===== config.mk =====
export PLATFORM = sky130hd
export DESIGN_NAME = scp_core
export DESIGN_NICKNAME = d
export VERILOG_FILES = /design/src/inc/scp_pkg.sv /design/src/core/scp_core.sv
export SDC_FILE = /design/constraint.sdc
export NUM_CORES = 2
export LEC_CHECK = 0
export ABC_AREA = 0
export BUFFER_PORTS_ARGS = -buffer_cell sky130_fd_sc_hd__buf_2
export CAP_MARGIN = 10
export CORE_MARGIN = 10
export CORE_UTILIZATION = 30
export CTS_CLUSTER_SIZE = 12
export DETAILED_ROUTE_END_ITERATION = 7
export PLACE_DENSITY = 0.46
export SLEW_MARGIN = 20
export SYNTH_ARGS = -nofsm -noshare
export SYNTH_HDL_FRONTEND = slang
export SYNTH_SLANG_ARGS = --single-unit

===== constraint.sdc =====
create_clock -name i_core_clk -period 5.7 [get_ports i_core_clk]
set_clock_uncertainty 0.15 [all_clocks]
set_input_delay 0.57 -clock i_core_clk [delete_from_list [all_inputs] [get_ports i_core_clk]]
set_output_delay 0.57 -clock i_core_clk [all_outputs]
set_load 0.05 [all_outputs]

===== src/inc/scp_pkg.sv =====
// Purpose: Constants for the secure configuration programming block.
// Assumes: APB slave, 32-bit data, one clock.
// Notes: Byte addresses; reserved bits read as zero.
package scp_pkg;
  localparam logic [7:0] A_CTRL = 8'h00;
  localparam logic [7:0] A_STAT = 8'h04;
  localparam logic [7:0] A_KEY0 = 8'h10;
  localparam logic [7:0] A_KEY3 = 8'h1c;
  localparam logic [7:0] A_PSET = 8'h20;
  localparam logic [7:0] A_PUNL = 8'h24;
  localparam logic [7:0] A_ISTAT = 8'h28;
  localparam logic [7:0] A_IMASK = 8'h2c;
  localparam logic [7:0] A_WIN = 8'h40;
  localparam logic [7:0] A_WIN_END = 8'h7c;
  localparam int C_START = 0;
  localparam int C_ENC = 1;
  localparam int C_REG = 2;
  localparam int C_RELOCK = 4;
  localparam int I_PASS = 0;
  localparam int I_FAIL = 1;
  localparam int I_REFUSE = 2;
  localparam logic [1:0] REG_NONE = 2'h3;
  localparam logic [4:0] DEPTH = 5'h10;
  localparam logic [1:0] LVL_NONE = 2'h0;
  localparam logic [1:0] LVL_MED = 2'h1;
  localparam logic [1:0] LVL_HIGH = 2'h2;
  typedef enum logic [2:0] {
    ST_IDLE = 3'b000,
    ST_LOAD = 3'b001,
    ST_CHECK = 3'b010,
    ST_ERASE = 3'b011,
    ST_PROG = 3'b100
  } scp_state_e;
endpackage : scp_pkg


===== src/core/scp_core.sv =====
// Purpose: Secure programming path: decrypt, authenticate, erase, program.
// Assumes: Stream words synchronous to i_core_clk; last word is the tag.
// Notes: Cipher and tag are a compact keyed stand-in for the real core.
`timescale 1ns/1ps
`default_nettype none
module scp_core (
  input wire logic i_core_clk,
  input wire logic i_reset,
  input wire logic i_fab_clear,
  input wire logic i_psel,
  input wire logic i_penable,
  input wire logic i_pwrite,
  input wire logic [7:0] i_paddr,
  input wire logic [31:0] i_pwdata,
  output logic [31:0] o_prdata,
  output logic o_pready,
  output logic o_pslverr,
  input wire logic i_prog_valid,
  input wire logic [31:0] i_prog_data,
  input wire logic i_prog_last,
  output logic o_prog_ready,
  output logic [2:0] o_region_live,
  output logic o_busy,
  output logic o_auth_pass,
  output logic o_auth_fail,
  output logic o_irq
);
  scp_pkg::scp_state_e state;
  logic [31:0] buf_mem [0:15];
  logic [31:0] nv_mem [0:63];
  logic [31:0] key_mem [0:3];
  logic [31:0] passkey;
  logic pass_set;
  logic key_set;
  logic [2:0] nv_valid;
  logic unlocked;
  logic locked;
  logic [1:0] region;
  logic enc;
  logic [4:0] cnt;
  logic [3:0] wp;
  logic ovf;
  logic [31:0] mac;
  logic [31:0] tag;
  logic [2:0] irq_st;
  logic [2:0] irq_mask;
  logic [2:0] ev;
  logic acc;
  logic wr_fire;
  logic rd_fire;
  logic start;
  logic refuse;
  logic take;
  logic [31:0] ks;
  logic [31:0] plain;
  logic [31:0] next_mac;
  logic [1:0] level;
  logic mapped;
  logic [31:0] rdata;
  logic auth_ok;
  logic prog_done;
  logic start_ok;

  assign locked = pass_set & ~unlocked;
  assign acc = i_psel & i_penable & ~o_pready;
  assign wr_fire = i_psel & i_penable & o_pready & i_pwrite;
  assign rd_fire = i_psel & i_penable & o_pready & ~i_pwrite;
  assign level = !pass_set ? scp_pkg::LVL_NONE :
                 key_set ? scp_pkg::LVL_HIGH : scp_pkg::LVL_MED;
  assign start = wr_fire & (i_paddr == scp_pkg::A_CTRL)
                 & i_pwdata[scp_pkg::C_START];
  // Plaintext is refused while locked: only a stream under the stored
  // key can prove the sender may change the contents.
  assign refuse = (state != scp_pkg::ST_IDLE)
                  | (i_pwdata[scp_pkg::C_REG+:2] == scp_pkg::REG_NONE)
                  | (locked & ~i_pwdata[scp_pkg::C_ENC])
                  | (i_pwdata[scp_pkg::C_ENC] & ~key_set);
  assign take = i_prog_valid & o_prog_ready;
  assign start_ok = start & ~refuse;
  // Tag match over a non-empty stream that fit the staging buffer
  assign auth_ok = (mac == tag) & ~ovf & (cnt != 5'h0);
  assign prog_done = (state == scp_pkg::ST_PROG)
                     & ({1'b0, wp} == cnt - 5'h1);

  // Keystream derived from the stored key; a foreign key yields garbage
  assign ks = enc ? (key_mem[cnt[1:0]] ^ {27'h0, cnt}) : 32'h0;
  assign plain = i_prog_data ^ ks;
  assign next_mac = {mac[30:0], mac[31]} ^ plain
                    ^ (enc ? key_mem[3] : 32'h0);

  always_comb
  begin
    mapped = 1'b1;
    rdata = 32'h0;
    case (i_paddr)
      scp_pkg::A_CTRL: rdata = {27'h0, region, enc, 1'b0};
      scp_pkg::A_STAT: rdata = {24'h0, level, key_set, pass_set, locked,
                                o_auth_fail, o_auth_pass, o_busy};
      scp_pkg::A_ISTAT: rdata = {29'h0, irq_st};
      scp_pkg::A_IMASK: rdata = {29'h0, irq_mask};
      scp_pkg::A_PSET, scp_pkg::A_PUNL: rdata = 32'h0;
      default:
      begin
        if (i_paddr >= scp_pkg::A_KEY0 && i_paddr <= scp_pkg::A_KEY3 &&
            i_paddr[1:0] == 2'h0)
          rdata = 32'h0;
        else if (i_paddr >= scp_pkg::A_WIN && i_paddr <= scp_pkg::A_WIN_END
                 && i_paddr[1:0] == 2'h0)
          rdata = nv_mem[{region, i_paddr[5:2]}];
        else
          mapped = 1'b0;
      end
    endcase
  end

  // One wait state: pready rises in the second access cycle
  always_ff @(posedge i_core_clk)
  begin
    if (i_reset)
    begin
      o_pready <= 1'b0;
      o_pslverr <= 1'b0;
      o_prdata <= 32'h0;
    end
    else
    begin
      o_pready <= acc;
      o_pslverr <= acc & ~mapped;
      if (acc)
        o_prdata <= i_pwrite ? 32'h0 : rdata;
    end
  end

  // Control register holds the target of the next stream
  always_ff @(posedge i_core_clk)
  begin
    if (i_reset)
    begin
      region <= 2'h0;
      enc <= 1'b0;
    end
    else if (start_ok)
    begin
      region <= i_pwdata[scp_pkg::C_REG+:2];
      enc <= i_pwdata[scp_pkg::C_ENC];
    end
  end

  // Security settings survive i_reset; only a factory clear blanks them
  always_ff @(posedge i_core_clk)
  begin
    if (i_fab_clear)
    begin
      pass_set <= 1'b0;
      key_set <= 1'b0;
      passkey <= 32'h0;
    end
    else if (wr_fire)
    begin
      if (i_paddr == scp_pkg::A_PSET && !locked)
      begin
        passkey <= i_pwdata;
        pass_set <= 1'b1;
      end
      if (i_paddr == scp_pkg::A_KEY3 && !locked)
        key_set <= 1'b1;
    end
  end

  // Key cells are write-only; no read path reaches them
  always_ff @(posedge i_core_clk)
  begin
    if (wr_fire && !locked && i_paddr >= scp_pkg::A_KEY0 &&
        i_paddr <= scp_pkg::A_KEY3)
      key_mem[i_paddr[3:2]] <= i_pwdata;
  end

  // Unlock lasts until relock, a wrong unlock write or reset
  always_ff @(posedge i_core_clk)
  begin
    if (i_reset | i_fab_clear)
      unlocked <= 1'b0;
    else if (wr_fire && i_paddr == scp_pkg::A_PUNL)
      unlocked <= pass_set & (i_pwdata == passkey);
    else if (wr_fire && i_paddr == scp_pkg::A_CTRL &&
             i_pwdata[scp_pkg::C_RELOCK])
      unlocked <= 1'b0;
  end

  // Stream staging; nothing touches nv_mem until the tag matches
  always_ff @(posedge i_core_clk)
  begin
    if (take && !i_prog_last && cnt < scp_pkg::DEPTH)
      buf_mem[cnt[3:0]] <= plain;
  end

  // Stream control: load, check, then erase and program
  always_ff @(posedge i_core_clk)
  begin
    if (i_reset)
    begin
      state <= scp_pkg::ST_IDLE;
      cnt <= 5'h0;
      ovf <= 1'b0;
    end
    else
    begin
      case (state)
        scp_pkg::ST_IDLE:
        begin
          if (start_ok)
          begin
            state <= scp_pkg::ST_LOAD;
            cnt <= 5'h0;
            ovf <= 1'b0;
          end
        end
        scp_pkg::ST_LOAD:
        begin
          if (take)
          begin
            if (i_prog_last)
              state <= scp_pkg::ST_CHECK;
            else if (cnt == scp_pkg::DEPTH)
              ovf <= 1'b1;
            else
              cnt <= cnt + 5'h1;
          end
        end
        scp_pkg::ST_CHECK:
        begin
          if (auth_ok)
            state <= scp_pkg::ST_ERASE;
          else
            state <= scp_pkg::ST_IDLE;
        end
        scp_pkg::ST_ERASE:
        begin
          if (wp == 4'hf)
            state <= scp_pkg::ST_PROG;
        end
        scp_pkg::ST_PROG:
        begin
          if (prog_done)
            state <= scp_pkg::ST_IDLE;
        end
        default: state <= scp_pkg::ST_IDLE;
      endcase
    end
  end

  // Running check value and the captured tag
  always_ff @(posedge i_core_clk)
  begin
    if (i_reset)
    begin
      mac <= 32'h0;
      tag <= 32'h0;
    end
    else if (state == scp_pkg::ST_IDLE && start_ok)
      mac <= 32'h0;
    else if (state == scp_pkg::ST_LOAD && take)
    begin
      if (i_prog_last)
        tag <= i_prog_data;
      else
        mac <= next_mac;
    end
  end

  // Erase and program share one word pointer
  always_ff @(posedge i_core_clk)
  begin
    if (i_reset)
      wp <= 4'h0;
    else if (state == scp_pkg::ST_CHECK)
      wp <= 4'h0;
    else if (state == scp_pkg::ST_ERASE || state == scp_pkg::ST_PROG)
      wp <= wp + 4'h1;
  end

  // Only the selected region is erased and rewritten
  always_ff @(posedge i_core_clk)
  begin
    if (state == scp_pkg::ST_ERASE)
      nv_mem[{region, wp}] <= 32'h0;
    else if (state == scp_pkg::ST_PROG)
      nv_mem[{region, wp}] <= buf_mem[wp];
  end

  // Region stays live from its cells through resets
  always_ff @(posedge i_core_clk)
  begin
    if (i_fab_clear)
      nv_valid <= 3'h0;
    else if (state == scp_pkg::ST_ERASE)
      nv_valid[region] <= 1'b0;
    else if (prog_done)
      nv_valid[region] <= 1'b1;
  end

  always_comb
  begin
    ev = 3'h0;
    ev[scp_pkg::I_PASS] = prog_done;
    ev[scp_pkg::I_FAIL] = (state == scp_pkg::ST_CHECK) & ~auth_ok;
    ev[scp_pkg::I_REFUSE] = start & refuse;
  end

  // Set wins over the read-clear in the same cycle; only the bits that
  // the read returned are cleared, so a later event is not lost
  always_ff @(posedge i_core_clk)
  begin
    if (i_reset)
      irq_st <= 3'h0;
    else if (rd_fire && i_paddr == scp_pkg::A_ISTAT)
      irq_st <= (irq_st & ~o_prdata[2:0]) | ev;
    else
      irq_st <= irq_st | ev;
  end

  // Mask has the status layout; o_irq follows one cycle late
  always_ff @(posedge i_core_clk)
  begin
    if (i_reset)
      irq_mask <= 3'h0;
    else if (wr_fire && i_paddr == scp_pkg::A_IMASK)
      irq_mask <= i_pwdata[2:0];
  end

  // Result stays until the next accepted start
  always_ff @(posedge i_core_clk)
  begin
    if (i_reset)
    begin
      o_auth_pass <= 1'b0;
      o_auth_fail <= 1'b0;
    end
    else if (start_ok)
    begin
      o_auth_pass <= 1'b0;
      o_auth_fail <= 1'b0;
    end
    else
    begin
      if (ev[scp_pkg::I_PASS])
        o_auth_pass <= 1'b1;
      if (ev[scp_pkg::I_FAIL])
        o_auth_fail <= 1'b1;
    end
  end

  always_ff @(posedge i_core_clk)
  begin
    if (i_reset)
    begin
      o_irq <= 1'b0;
      o_busy <= 1'b0;
      o_prog_ready <= 1'b0;
      o_region_live <= 3'h0;
    end
    else
    begin
      o_irq <= |(irq_st & irq_mask);
      o_busy <= state != scp_pkg::ST_IDLE;
      o_prog_ready <= (state == scp_pkg::ST_LOAD) & ~(take & i_prog_last)
                      | (state == scp_pkg::ST_IDLE) & start_ok;
      o_region_live <= nv_valid;
    end
  end
endmodule : scp_core
`default_nettype wire


==> out/qor.tcl <==
set qor(run_status) {finished clean}
set qor(drt_drc_violations_left) 0
set qor(synth_top_flop_cell) {edfxtp_1}
set qor(synth_edf_count) 2688
set qor(half_perimeter_wire_length_of_the_detailed_placement_result_um) 226000
set qor(hold_path.startpoint) {i_pwrite}
set qor(crit_path_max_incr_delay_ns) 0.93
set qor(seq_area_frac_synth_pct) 75.6
set qor(layout-area-overhead-vs-synth_pct) 16.7
set qor(floorplan.io_pins) 122
set qor(first_pass_grt_wire_length_um) 496000
set qor(place_congestion) 0.816
set qor(routed_wire_length_per_instance_um) 32.3
set qor(design.core.area_mm2) 0.369
set qor(clock_sinks) 2860
set qor(synth_top_area_share_pct) 72.6
set qor(detail_route.iter0.violations) 6854
set qor(critical_path.cell_chain) {nor2_1 > nand2_4 > a21boi_2 > nand2_1 > nor2_4 > buf_4}
set qor(worst_hold_path_type) {in2reg}
set qor(max_frequency_mhz) 221
set qor(finish.net_count) 6123
set qor(largest_net_degree_at_the_start_of_global_routing) 73
set qor(slew-limit-headroom_pct) 8.44
set qor(netlist_instances) 5538
set qor(rsz0062_at_grt) {false}
set qor(grt.overflow.total) 0
set qor(synth.avg_cell_area_um2) 20.1
set qor(critical_path_required_ns) 6.08
set qor(async_reset_ff_share_pct) 0
set qor(clk_transition_reported_paths_ns) 0.06
set qor(drt_pre_antenna_iters) 6
set qor(critical_path_maximum_fanout) 18
set qor(critical_path_arrival_ns) 4.90
set qor(cts-htree-levels) 5
set qor(antenna_found_initial) 25
set qor(reg2reg_setup_slack_ns) 1.18
set qor(via_to_cell_ratio) 5.15
set qor(cts_buffer_depth) 4
set qor(maxCapViolations) 0
set qor(placementRows) 223
set qor(setup_violations) 0
set qor(powerDensity_mw_per_mm2) 329
set qor(critPathLaunchType) {flip-flop}
set qor(synth_commonest_cells) {edfxtp_1, mux4_2, nand2_1}
set qor(timing.final.hold_violations) 0
set qor(buffer_ports.inserted) 121
set qor(worst_hold_path.num_cells) 4
set qor(period_needed_ns) 4.52
set qor(synthesis.yosys.warnings) 0
set qor(cts_buffers) 310
set qor(rr_startpoint) {state[1]}
set qor(dpl_worst_slack_ns) 0.794
set qor(yosysTopAreaCell) {edfxtp_1}
set qor(ctsResizeCount) 0
set qor(fp.dieW_um) 629
set qor(drive_gt1_share_pct) 25.3
set qor(cts_tree) {done}
set qor(report.final.slew_viol_count) 0
set qor(synth_seq_cells) 2860
set qor(postRouteAntennaNets) 0
set qor(type_of_the_worst_setup_path) {reg2reg}
set qor(r2r_end) {nv_mem[49][12]}
set qor(critical_path.endpoint_type) {flip-flop}
set qor(max_slew.worst_pin.slew_ns) 1.37
set qor(initial_core_util_pct) 30.1
set qor(leakage_nw) 39.4
set qor(critical_path.slowest_cell) {nor2_4}
set qor(worst-r2r-cell-count) 6
set qor(netlist_area_mm2) 0.111
set qor(final_critical_path_setup_slack_ns) 1.18
set qor(yosys.cell_types.count) 75
set qor(whs_endpoint) {o_prdata[3]}
set qor(worstSkewPairLatency_ns) 0.86
set qor(finalWirelength_um) 362000
set qor(crit_family) {simple AND/OR/NAND/NOR gates}
set qor(yosys-top-cells-area) {edfxtp_1, mux4_2, dfxtp_1}
set qor(synth.net_count) 5624
set qor(die_area_mm2) 0.396
set qor(power_mw) 42.8
set qor(vdd_drop_max_mv) 0.214
set qor(vias_in_the_first_global_route) 58076
set qor(synth_most_common_cell) {edfxtp_1}
set qor(floorplan_die_height_um) 629
set qor(grt.total_usage_pct) 17.7
set qor(ctsRootBufferMaster) {clkbuf_16}
set qor(critical_path.n_buffers_inverters) 1
set qor(final.setup.tns_ns) 0
set qor(dr_total_vias) 57765
set qor(final.period_utilization_pct) 79.3
-- worst min-delay path: stages --
cell and delay [ns]:
buf_2 0.18, nor4_1 0.08, mux2i_1 0.13, a21oi_1 0.07
-- area by class of cell --
class                           instances  area (µm²)
Inverter                               10        40.0
Clock buffer                          422        8480
Timing Repair Buffer                  488        4130
Tap cell                             4950        6190
Clock inverter                        101         616
Fill cell                           34422      239000
Multi-Input combinational cell       2367       26200
Antenna cell                           11        27.5
Sequential cell                      2860       84200
-- state kept, by name, summed over array words and instances (netlist names), 2 cells and up, named ones only --
name / cells
irq_mask: 3
mac: 32
o_prdata: 32
key_mem: 128
wp: 4
buf_mem: 512
tag: 32
nv_mem: 2048
cnt: 5
passkey: 32
o_region_live: 3
region: 2
irq_st: 3
state: 3
-- routing by layer --
| metal | GRT usage (%) | wire (µm) | up-vias |
|---|---|---|---|
| met3 | 2.76 | 21800 | 488 |
| li1 | - | - | 23706 |
| met1 | 24.4 | 156000 | 31563 |
| met5 | 0 | 46 | - |
| met4 | 5.45 | 12500 | 6 |
| met2 | 28.7 | 172000 | 2002 |
-- cell usage in the layout, fill, tap and decap left out, types with 60 or more instances in the layout --
cell and instances:
a211oi_1 73, a21oi_1 120, a22oi_1 60, buf_2 117, buf_4 260, clkbuf_1 92, clkbuf_16 319, dfxtp_1 166
dlygate4sd3_1 67, edfxtp_1 2688, mux2i_1 223, mux4_2 598, nand2_1 383, nor2_1 108, nor2_4 76, o21ai_0 65
o22ai_1 68, xnor2_1 102, xor2_1 71
-- kinds of logic (layout without fill, tap and decap cells) --
family | after synthesis | count (layout) | synth area share (%)
xor gates and xnor gates | 176 | 176 | 1.41
and+or+nand+nor | 807 | 807 | 3.23
muxes | 861 | 861 | 14.8
adders and majority gates | 6 | 6 | 0.0675
DFF | 2860 | 2860 | 75.6
buffers and inverters | 311 | 1021 | 1.74
other | 0 | 11 | 0
AOI/OAI and AO/OA | 517 | 517 | 3.11
-- through the flow --
stage                     util [%]  cell area (µm²)  instances  hold slack, ns
final                         35.2           130000      11209          0.0833
after global routing          35.2           130000      11199          0.0821
after CTS                     35.2           130000      11197        0.000400
after detailed placement      32.5           120000      10607           0.288
after global placement        32.4           120000      10595           0.295
after floorplan                  -           111000       5538           0.289
-- worst max-delay path by stage --
stage / to / startpoint / depth (start not counted) / slack, ns
final: nv_mem[49][12] / state[1] / 6 / 1.18
after global routing: nv_mem[49][18] / state[1] / 6 / 1.12
after CTS: nv_mem[41][9] / state[1] / 6 / 0.72
after detailed placement: nv_mem[43][17] / state[0] / 6 / 0.79
after global placement: nv_mem[57][6] / state[1] / 5 / 0.81
after floorplan: key_mem[3][0] / i_paddr[3] / 8 / 0.32
-- repair_timing --
action	CTS	global route
hold endpoints to repair	202	0
hold buffers	67	0
endpoints found under the setup margin	0	0
buffers inserted	0	0
-- where the power goes --
| part | total [mW] | switching, mW | leakage [nW] | internal (mW) |
|---|---|---|---|---|
| logic | 1.39 | 0.887 | 10.3 | 0.503 |
| registers | 22.7 | 0.00188 | 24.6 | 22.7 |
| clock network | 18.7 | 8.11 | 4.44 | 10.6 |
| total | 42.8 | 8.99 | 39.4 | 33.8 |
No activity file was read; power rests on OpenSTA's default activity.
